**src/rtl/mtsl_params.svh**
```systemverilog
// Constants of the motor terminal status LED block: offsets, fields, times.
// Assumes a 32-bit classic Wishbone slave at 250 MHz.
`ifndef MTSL_PARAMS_SVH
`define MTSL_PARAMS_SVH

// Register byte offsets
`define MTSL_ADR_CTRL     8'h00
`define MTSL_ADR_LEDS     8'h04
`define MTSL_ADR_IRQ_STAT 8'h08
`define MTSL_ADR_IRQ_MASK 8'h0C

// Control register fields
`define MTSL_CTRL_STATE_LSB 0
`define MTSL_CTRL_EN_A      3
`define MTSL_CTRL_EN_B      4
`define MTSL_CTRL_READY     5
`define MTSL_CTRL_LATCH_A   6
`define MTSL_CTRL_LATCH_B   7
`define MTSL_CTRL_RST       5'h00

// Slave state codes as written by software
`define MTSL_CODE_INIT   3'h0
`define MTSL_CODE_PREOP  3'h1
`define MTSL_CODE_SAFEOP 3'h2
`define MTSL_CODE_OP     3'h3
`define MTSL_CODE_BOOT   3'h4

// Interrupt status bits
`define MTSL_IRQ_WARN    0
`define MTSL_IRQ_ERR_A   1
`define MTSL_IRQ_ERR_B   2
`define MTSL_IRQ_LATCH_A 3
`define MTSL_IRQ_LATCH_B 4
`define MTSL_IRQ_RST     5'h00

// Blink timing: base tick and frame of ticks
`define MTSL_CLK_MHZ     64'h0FA
`define MTSL_TICK_NS     64'h2FAF080
`define MTSL_FRAME_LAST  5'h17
`define MTSL_SFLASH_LEN  5'h04

`endif

```
**src/rtl/mtsl_pkg.sv**
```systemverilog
// Types of the motor terminal status LED block.
// Assumes nothing beyond the params header for its users.
package mtsl_pkg;

    // Fieldbus slave state, one-hot
    typedef enum logic [4:0] {
        MTSL_INIT   = 5'h01,
        MTSL_PREOP  = 5'h02,
        MTSL_SAFEOP = 5'h04,
        MTSL_OP     = 5'h08,
        MTSL_BOOT   = 5'h10
    } mtsl_esm_t;

endpackage : mtsl_pkg

```
**src/rtl/mtsl_top.sv**
```systemverilog
// Front-panel status LED logic for a two-channel DC motor terminal.
// Assumes one 250 MHz clock, sync reset, classic Wishbone software access,
// and asynchronous pin inputs for encoders, digital inputs and faults.
//
// Operation
// - Run LED dark while the slave state is INIT.
// - Run LED flashes regularly while in PREOP.
// - Run LED gives a single flash while in SAFEOP.
// - In SAFEOP all outputs, both motor stages, stay in safe state.
// - Run LED steadily lit while in OP.
// - Run LED flickers fast while in BOOTSTRAP.
// - Enable A LED lit when motor A enabled and terminal ready.
// - Enable B LED lit when motor B enabled and terminal ready.
// - Warning LED lit on a warning condition, dark otherwise.
// - Error A LED lit on an output stage A fault.
// - Error B LED lit on an output stage B fault.
// - Four encoder echo LEDs follow their own encoder track inputs.
// - Two digital input LEDs follow their own digital inputs.
// - Digital input 1 and 2 may trigger position latch A and B.
//
// Register access over Wishbone and the register offsets were decided locally.
`include "mtsl_params.svh"
`timescale 1ns/1ps
`default_nettype none

module mtsl_top #(
    parameter int unsigned TICK_CYC =
        32'((`MTSL_TICK_NS * `MTSL_CLK_MHZ) / 64'h3E8)
) (
    // Clock and reset
    input  wire logic        clock,
    input  wire logic        rst,
    // Wishbone slave
    input  wire logic        wb_cyc_i,
    input  wire logic        wb_stb_i,
    input  wire logic        wb_we_i,
    input  wire logic [7:0]  wb_adr_i,
    input  wire logic [3:0]  wb_sel_i,
    input  wire logic [31:0] wb_dat_i,
    output logic      [31:0] wb_dat_o,
    output logic             wb_ack_o,
    // Pin inputs, asynchronous
    input  wire logic [3:0]  enc_i,
    input  wire logic [1:0]  din_i,
    input  wire logic        warn_i,
    input  wire logic        fault_a_i,
    input  wire logic        fault_b_i,
    // LEDs
    output logic             led_run,
    output logic             led_en_a,
    output logic             led_en_b,
    output logic             led_warn,
    output logic             led_err_a,
    output logic             led_err_b,
    output logic      [3:0]  led_enc,
    output logic      [1:0]  led_din,
    // Motor stage enables and latch triggers
    output logic             motor_a_en,
    output logic             motor_b_en,
    output logic             latch_a,
    output logic             latch_b,
    // Interrupt
    output logic             irq
);

    // Map a software state code to the one-hot state; illegal keeps old
    function automatic mtsl_pkg::mtsl_esm_t code_to_esm(
        input logic [2:0]           code,
        input mtsl_pkg::mtsl_esm_t  old
    );
        mtsl_pkg::mtsl_esm_t r;
        r = old;
        if (code == `MTSL_CODE_INIT) begin
            r = mtsl_pkg::MTSL_INIT;
        end else if (code == `MTSL_CODE_PREOP) begin
            r = mtsl_pkg::MTSL_PREOP;
        end else if (code == `MTSL_CODE_SAFEOP) begin
            r = mtsl_pkg::MTSL_SAFEOP;
        end else if (code == `MTSL_CODE_OP) begin
            r = mtsl_pkg::MTSL_OP;
        end else if (code == `MTSL_CODE_BOOT) begin
            r = mtsl_pkg::MTSL_BOOT;
        end
        return r;
    endfunction : code_to_esm

    // Map the one-hot state back to its software code
    function automatic logic [2:0] esm_to_code(
        input mtsl_pkg::mtsl_esm_t s
    );
        logic [2:0] c;
        c = `MTSL_CODE_INIT;
        unique case (s)
            mtsl_pkg::MTSL_INIT:   c = `MTSL_CODE_INIT;
            mtsl_pkg::MTSL_PREOP:  c = `MTSL_CODE_PREOP;
            mtsl_pkg::MTSL_SAFEOP: c = `MTSL_CODE_SAFEOP;
            mtsl_pkg::MTSL_OP:     c = `MTSL_CODE_OP;
            mtsl_pkg::MTSL_BOOT:   c = `MTSL_CODE_BOOT;
        endcase
        return c;
    endfunction : esm_to_code

    localparam int PIN_W = 9;

    mtsl_pkg::mtsl_esm_t state_q;
    logic [4:0]       ctrl_q;
    logic [4:0]       stat_q;
    logic [4:0]       mask_q;
    logic             ack_q;
    logic [31:0]      dat_q;
    logic [23:0]      tick_cnt_q;
    logic [4:0]       phase_q;
    logic [PIN_W-1:0] sync1_q;
    logic [PIN_W-1:0] sync2_q;
    logic [PIN_W-1:0] prev_q;
    logic             run_q;
    logic             en_a_q;
    logic             en_b_q;
    logic             warn_q;
    logic             err_a_q;
    logic             err_b_q;
    logic [3:0]       enc_q;
    logic [1:0]       din_q;
    logic             mot_a_q;
    logic             mot_b_q;
    logic             lat_a_q;
    logic             lat_b_q;
    logic             irq_q;

    // Bus decode; writes land on the edge that sees ack high
    wire        req      = wb_cyc_i & wb_stb_i;
    wire        wr_go    = req & wb_we_i & ack_q & wb_sel_i[0];
    wire        hit_ctrl = wb_adr_i == `MTSL_ADR_CTRL;
    wire        hit_leds = wb_adr_i == `MTSL_ADR_LEDS;
    wire        hit_stat = wb_adr_i == `MTSL_ADR_IRQ_STAT;
    wire        hit_mask = wb_adr_i == `MTSL_ADR_IRQ_MASK;
    wire        wr_ctrl  = wr_go & hit_ctrl;
    wire        wr_stat  = wr_go & hit_stat;
    wire        wr_mask  = wr_go & hit_mask;

    // Pattern ticks and synchronised pins
    wire        tick     = tick_cnt_q == 24'(TICK_CYC - 1);
    wire [3:0]  enc_s    = sync2_q[3:0];
    wire [1:0]  din_s    = sync2_q[5:4];
    wire        warn_s   = sync2_q[6];
    wire        flt_a_s  = sync2_q[7];
    wire        flt_b_s  = sync2_q[8];
    wire [PIN_W-1:0] rise = sync2_q & ~prev_q;

    // Control fields
    // Control flops hold data bits 7:3, so field N sits at ctrl_q[N-3]
    wire        ready    = ctrl_q[`MTSL_CTRL_READY - 3];
    wire        en_a     = ctrl_q[0];
    wire        en_b     = ctrl_q[1];
    wire        lmode_a  = ctrl_q[3];
    wire        lmode_b  = ctrl_q[4];
    wire        is_op    = state_q == mtsl_pkg::MTSL_OP;

    // Latch triggers fire on a rising digital input edge
    wire        trig_a   = rise[4] & lmode_a;
    wire        trig_b   = rise[5] & lmode_b;

    // Sticky events; a new event beats a clear in the same cycle
    wire [4:0]  events   = {trig_b, trig_a, rise[8], rise[7], rise[6]};
    wire [4:0]  stat_clr = wr_stat ? wb_dat_i[4:0] : 5'h00;
    wire [4:0]  stat_d   = (stat_q & ~stat_clr) | events;

    wire [31:0] led_img  = {19'h00000, irq_q, din_q, enc_q, err_b_q,
                            err_a_q, warn_q, en_b_q, en_a_q, run_q};
    wire [31:0] rd_data  =
        hit_ctrl ? {24'h000000, ctrl_q, esm_to_code(state_q)} :
        hit_leds ? led_img :
        hit_stat ? {27'h0000000, stat_q} :
        hit_mask ? {27'h0000000, mask_q} : 32'h00000000;

    // Run LED pattern per state
    logic run_d;
    always_comb begin
        run_d = 1'b0;
        unique case (state_q)
            mtsl_pkg::MTSL_INIT:   run_d = 1'b0;
            mtsl_pkg::MTSL_PREOP:  run_d = phase_q[2];
            mtsl_pkg::MTSL_SAFEOP: run_d =
                phase_q < `MTSL_SFLASH_LEN;
            mtsl_pkg::MTSL_OP:     run_d = 1'b1;
            mtsl_pkg::MTSL_BOOT:   run_d = phase_q[0];
        endcase
    end

    // Bus answers one cycle after the request, then drops
    always_ff @(posedge clock) begin
        if (rst) begin
            ack_q <= 1'b0;
            dat_q <= 32'h00000000;
        end else begin
            ack_q <= req & ~ack_q;
            dat_q <= rd_data;
        end
    end

    // Software registers; reset leaves the state at INIT
    always_ff @(posedge clock) begin
        if (rst) begin
            state_q <= mtsl_pkg::MTSL_INIT;
            ctrl_q  <= `MTSL_CTRL_RST;
            mask_q  <= `MTSL_IRQ_RST;
            stat_q  <= `MTSL_IRQ_RST;
        end else begin
            if (wr_ctrl) begin
                state_q <= code_to_esm(wb_dat_i[2:0], state_q);
                ctrl_q  <= wb_dat_i[7:3];
            end
            if (wr_mask) begin
                mask_q <= wb_dat_i[4:0];
            end
            stat_q <= stat_d;
        end
    end

    // Blink base: one tick per 50 ms, a 24-tick frame of 1.2 s
    always_ff @(posedge clock) begin
        if (rst) begin
            tick_cnt_q <= 24'h000000;
            phase_q    <= 5'h00;
        end else begin
            tick_cnt_q <= tick ? 24'h000000 : tick_cnt_q + 24'h000001;
            if (tick) begin
                phase_q <= (phase_q == `MTSL_FRAME_LAST) ?
                           5'h00 : phase_q + 5'h01;
            end
        end
    end

    // Two-stage synchroniser; edge history reads the second stage only
    always_ff @(posedge clock) begin
        if (rst) begin
            sync1_q <= '0;
            sync2_q <= '0;
            prev_q  <= '0;
        end else begin
            sync1_q <= {fault_b_i, fault_a_i, warn_i, din_i, enc_i};
            sync2_q <= sync1_q;
            prev_q  <= sync2_q;
        end
    end

    // LED and output flops
    always_ff @(posedge clock) begin
        if (rst) begin
            {run_q, en_a_q, en_b_q, warn_q, err_a_q, err_b_q} <= 6'h00;
            enc_q <= 4'h0;
            din_q <= 2'h0;
            {mot_a_q, mot_b_q, lat_a_q, lat_b_q, irq_q} <= 5'h00;
        end else begin
            run_q   <= run_d;
            en_a_q  <= en_a & ready;
            en_b_q  <= en_b & ready;
            warn_q  <= warn_s;
            err_a_q <= flt_a_s;
            err_b_q <= flt_b_s;
            enc_q   <= enc_s;
            din_q   <= din_s;
            // Stages only drive in OP, so SAFEOP is safe
            mot_a_q <= en_a & ready & is_op;
            mot_b_q <= en_b & ready & is_op;
            lat_a_q <= trig_a;
            lat_b_q <= trig_b;
            irq_q   <= |(stat_q & mask_q);
        end
    end

    assign wb_ack_o   = ack_q;
    assign wb_dat_o   = dat_q;
    assign led_run    = run_q;
    assign led_en_a   = en_a_q;
    assign led_en_b   = en_b_q;
    assign led_warn   = warn_q;
    assign led_err_a  = err_a_q;
    assign led_err_b  = err_b_q;
    assign led_enc    = enc_q;
    assign led_din    = din_q;
    assign motor_a_en = mot_a_q;
    assign motor_b_en = mot_b_q;
    assign latch_a    = lat_a_q;
    assign latch_b    = lat_b_q;
    assign irq        = irq_q;
endmodule : mtsl_top

`default_nettype wire

```
**config.mk**
```make
export PLATFORM = sky130hd
export DESIGN_NAME = mtsl_top
export DESIGN_NICKNAME = d
export VERILOG_FILES = /design/src/rtl/mtsl_pkg.sv /design/src/rtl/mtsl_top.sv
export VERILOG_INCLUDE_DIRS = /design/src /design/src/rtl
export SDC_FILE = /design/constraint.sdc
export NUM_CORES = 1
export LEC_CHECK = 0
export ABC_CLOCK_PERIOD_IN_PS = 2300
export BUFFER_PORTS_ARGS = -buffer_cell sky130_fd_sc_hd__buf_2
export CAP_MARGIN = 30
export CORE_MARGIN = 2
export CORE_UTILIZATION = 39
export CTS_BUF_LIST = sky130_fd_sc_hd__clkbuf_16
export CTS_CLUSTER_DIAMETER = 40
export DETAILED_ROUTE_END_ITERATION = 8
export PLACE_DENSITY = 0.74
export SLEW_MARGIN = 10
export SYNTH_ARGS = -nofsm -noshare
export SYNTH_HDL_FRONTEND = slang
export SYNTH_SLANG_ARGS = --single-unit
```
**constraint.sdc**
```tcl
create_clock -name clock -period 2.3 [get_ports clock]
set_input_delay 0.46 -clock clock [delete_from_list [all_inputs] [get_ports clock]]
set_output_delay 0.46 -clock clock [all_outputs]
set_load 0.02 [all_outputs]
```
; ---- Yosys cells after proc, flatten, opt, wreduce, memory -nomap -nowiden
; Cells that the tools add are included.
; W data, S select, Z words.
[word_totals]
wordCells = 85
register_bits = 126
input_bits = 58
output_inout_bits = 50
[op_classes]
addsub = 2
n_reduce_logical = 8
eq_ne = 14
n_lt_le_gt_ge = 1
mux = 13
bitwise = 21
[ops]
columns = cell, count
row1 = $mux W5, 9
row2 = $add A24 B1 Y24 const B, 1
row3 = $eq A24 B24 Y1 const B, 1
row4 = $eq A8 B4 Y1 const B, 2
row5 = $pmux W3 S5, 1
row6 = $and A1 B1 Y1, 14
row7 = $mux W13, 1
row8 = $and A5 B5 Y5, 2
row9 = $eq A5 B5 Y1 const B, 2
row10 = $and A9 B9 Y9, 1
row11 = $not A9 Y9, 1
row12 = $eq A8 B3 Y1 const B, 1
row13 = $logic_not A8 Y1, 1
row14 = $mux W8, 1
row15 = $eq A3 B2 Y1 const B, 2
row16 = $add A5 B1 Y5 const B, 1
row17 = $eq A5 B1 Y1 const B, 1
row18 = $eq A5 B2 Y1 const B, 1
row19 = $eq A5 B3 Y1 const B, 1
row20 = $eq A5 B4 Y1 const B, 1
row21 = $lt A5 B3 Y1 const B, 1
row22 = $not A5 Y5, 1
row23 = $or A5 B5 Y5, 1
row24 = $pmux W1 S5, 1
row25 = other kinds (9), 10

; ---- Depth between registers and ports, before layout
[logic_depth]
depth_word = 9
depth_mapped = 6
depth_no_buf = 5

; ---- Worst setup path after synthesis
; OpenSTA, ideal clock, no wires.
[synth_timing]
path_kind = in2reg
start = input wb_adr_i[2]
end = register state_q[0]
t_arrival_ps = 1633
stages = 6
slack_ps = 545
path_buffers = 2
setup_time_ps = 122
required_ps = 2178
path_cell_list = buf_2 > nor4_2 > and4_1 > clkbuf_2 > o21ai_0 > a221o_1
[synth_between]
elab_chain_len = 3
[synth_rtl]
columns = element, line
row1 = from (decl), mtsl_top.sv:37  ; input wire logic [7:0] wb_adr_i,
row2 = $logic_not A8 Y1 (no line), --
row3 = $and A1 B1 Y1, mtsl_top.sv:137  ; wire wr_ctrl = wr_go & hit_ctrl;
row4 = $reduce_and A2 Y1 (no line), --
row5 = to (signal assigned), mtsl_top.sv:204  ; state_q <= mtsl_pkg::MTSL_INIT;
row6 = to (signal assigned), mtsl_top.sv:210  ; state_q <= code_to_esm(wb_dat_i[2:0], state_q);
row7 = to (decl), mtsl_top.sv:105  ; mtsl_pkg::mtsl_esm_t state_q;
; No other way between the ends.
; A chain may end at the register's enable or synchronous reset.

; ---- Worst setup path after layout
[layout_timing]
start = register tick_cnt_q[0]
end = register phase_q[0]
[layout_between]
elab_chain_len = 1
[layout_rtl]
columns = element, line
row1 = from (decl), mtsl_top.sv:111  ; logic [23:0] tick_cnt_q;
row2 = from (signal assigned), mtsl_top.sv:226  ; tick_cnt_q <= tick ? 24'h000000 : tick_cnt_q + 24'h000001;
row3 = $eq A24 B24 Y1, mtsl_top.sv:142  ; wire tick = tick_cnt_q == 24'(TICK_CYC - 1);
row4 = to (signal assigned), mtsl_top.sv:228  ; phase_q <= (phase_q == `MTSL_FRAME_LAST) ?
row5 = to (decl), mtsl_top.sv:112  ; logic [4:0] phase_q;
; No other way between the ends.

==> results.cfg <==
[status]
outcome = complete, no violations

[sta]
fin_crit_ps = 1960
setup_tns_ps = 0
skew_ps = 6.55
setup_viol = 0
rsz0062_at_grt = false
maxSlewViolCount = 0
hold_viol = 0
period_share_pct = 85.3
fmax_ghz = 0.510
whs_ps = 343

[finish]
final_cell_mix = dfxtp_1, buf_2, nor2_1, nor2b_1, nand2_1
multi_input_area_sq_um = 1790
diodes = 0
layout_commonest_cell = dfxtp_1
fill_cells = 958
area_growth_pct = 15.2
layout-drive-gt1-share_pct = 18.7
regArea_sq_um = 1960
num-nets-final = 531

[clocking]
numCtsBuffers = 9
path_clk_slew_ps = 60
postCtsSetupBuffers = 0
cts_sinks = 98
cts.repair.resized = 0
clock_path_buffers = 2
tritoncts = yes
ctsHoldBuffers = 0
cts_root_buffer = clkbuf_16
htree_levels = 3
clock_latency_ps = 330

[setup_path]
start_kind = flip-flop
reg2reg_setup_slack_ps = 340
critPathCaptureType = flip-flop
cp_max_fo = 6
cp_data_required_time_ps = 2570
slowest_stage = or4_1
crit_type = reg -> reg
max_stage_delay_ps = 530
crit_arrival_ps = 2230
worst-path-buf-inv = 0
cp_cell_sequence = ha_1 > and4_1 > nand4_1 > or4_1 > a21oi_1
critPathTopFamily = simple AND/OR/NAND/NOR gates

[grt]
track_usage_pct = 14.8
grt_pass1_wl_microns = 13300
grt-ovfl-total = 0
grt_max_degree = 34
grt_pass1_vias = 2836
antenna_found_initial = 0

[die]
initial_core_util_pct = 40.3
num_io_pins = 108
dieArea_sq_um = 11000
die_w_microns = 105
core_area_sq_um = 9820
rows = 36
chipHeight_microns = 105

[yosys]
netlist.area_leader.share_pct = 49.6
synthTopCellsByArea = dfxtp_1, nor2b_1, buf_4
avgSynthCellArea_sq_um = 9.62
synth-seq-cells = 98
synth_top_area_cell = dfxtp_1
ys.flop_type = dfxtp_1
netlist_area_sq_um = 3950
synth_edf_count = 0
async_reset_ff_share_pct = 0
netlist_instances = 411
ys_warn_count = 0
synth.distinct_cells = 59
yosysSeqAreaShare_pct = 49.6

[pwr]
power_density_nw_per_um2 = 699
irDropWorstVdd_v = 0.000392
p_leak_nw = 1.80

[drt]
wire_per_inst_microns = 13.4
drt-initial-drc-count = 125
vias = 3120
wirelength_microns = 8160
first_pass_iters = 6
drcViolationCount = 0
post_drt_via_cell_ratio = 5.13
ant_nets = 0

[place]
portBuffers = 61
routabilityCongestion = 0.890
place_hpwl_microns = 5890

[hold_path]
min_path_type = in -> reg

[flow_run]
drv_cap = 0
[logic make-up after synthesis]
| group | Yosys count | share of synthesized area [%] |
|---|---|---|
| buf+inv | 44 | 6.77 |
| fa+ha+maj | 2 | 0.633 |
| other cells | 1 | 0.0949 |
| mux | 10 | 2.53 |
| flops | 98 | 49.6 |
| simple gates | 176 | 26.3 |
| xor+xnor | 13 | 2.88 |
| compound gates | 67 | 11.2 |
[synth_stat cells (7+ instances only)]
master	count
a21oi_1	23
and2_1	9
and4_1	8
buf_4	19
dfxtp_1	98
inv_1	7
mux2i_1	10
nand2_1	27
nand3_1	13
nand4_1	14
nor2_1	32
nor2b_1	30
o21ai_0	12
o31ai_1	7
or4_1	9
xor2_1	9
[flip-flops by register name, indices dropped and copies added, names as in the netlist, 5 cells and up]
name	count
ctrl_q	5
mask_q	5
wb_dat_o	13
tick_cnt_q	24
prev_q	9
state_q	5
stat_q	5
sync1_q	9
sync2_q	9
phase_q	5
[metrics by stage]
| stage | instances | power [mW] | setup WS, ps | utilization, % | cell area [sq um] |
|---|---|---|---|---|---|
| 6_report | 608 | 3.18 | 338 | 46.4 | 4550 |
| 3_5_place_dp | 593 | 1.93 | 376 | 43.8 | 4300 |
| 4_1_cts | 608 | 3.21 | 339 | 46.4 | 4550 |
| 5_1_grt | 608 | 3.31 | 155 | 46.4 | 4550 |
| 2_1_floorplan | 429 | 1.90 | 545 | - | 4020 |
| 3_3_place_gp | 593 | 1.92 | 418 | 43.8 | 4300 |
[power by group]
part	internal (mW)	switching [mW]	leakage, nW
clock network	0.710	0.579	0.135
logic	0.0520	0.101	0.874
registers	1.72	0.0142	0.795
[layer usage]
layer  global-route usage [%]  routed length, microns  vias to the layer above
met4                     5.14                     120                        0
li1                         -                       -                     1545
met2                     24.8                    3980                      106
met3                     4.12                     494                       10
met5                        0                       0                        -
met1                     18.2                    3560                     1459
[path summary, 6_finish.rpt]
kind | to | startpoint | cells past startpoint
setup / recovery | phase_q[0] | tick_cnt_q[0] | 5
setup reg to reg | phase_q[0] | tick_cnt_q[0] | 5
hold / removal | sync1_q[5] | din_i[1] | 2
hold reg to reg | sync2_q[6] | sync1_q[6] | 1
[layout make-up]
cell class / instances / area share (%)
clock inverter: 6 / 0.632
sequential: 98 / 43.1
inverter: 8 / 0.660
tap: 133 / 3.65
multi-input combinational: 287 / 39.3
timing repair buffer: 67 / 7.69
clock buffer: 9 / 4.95
No activity file was read; power rests on OpenSTA's default activity.
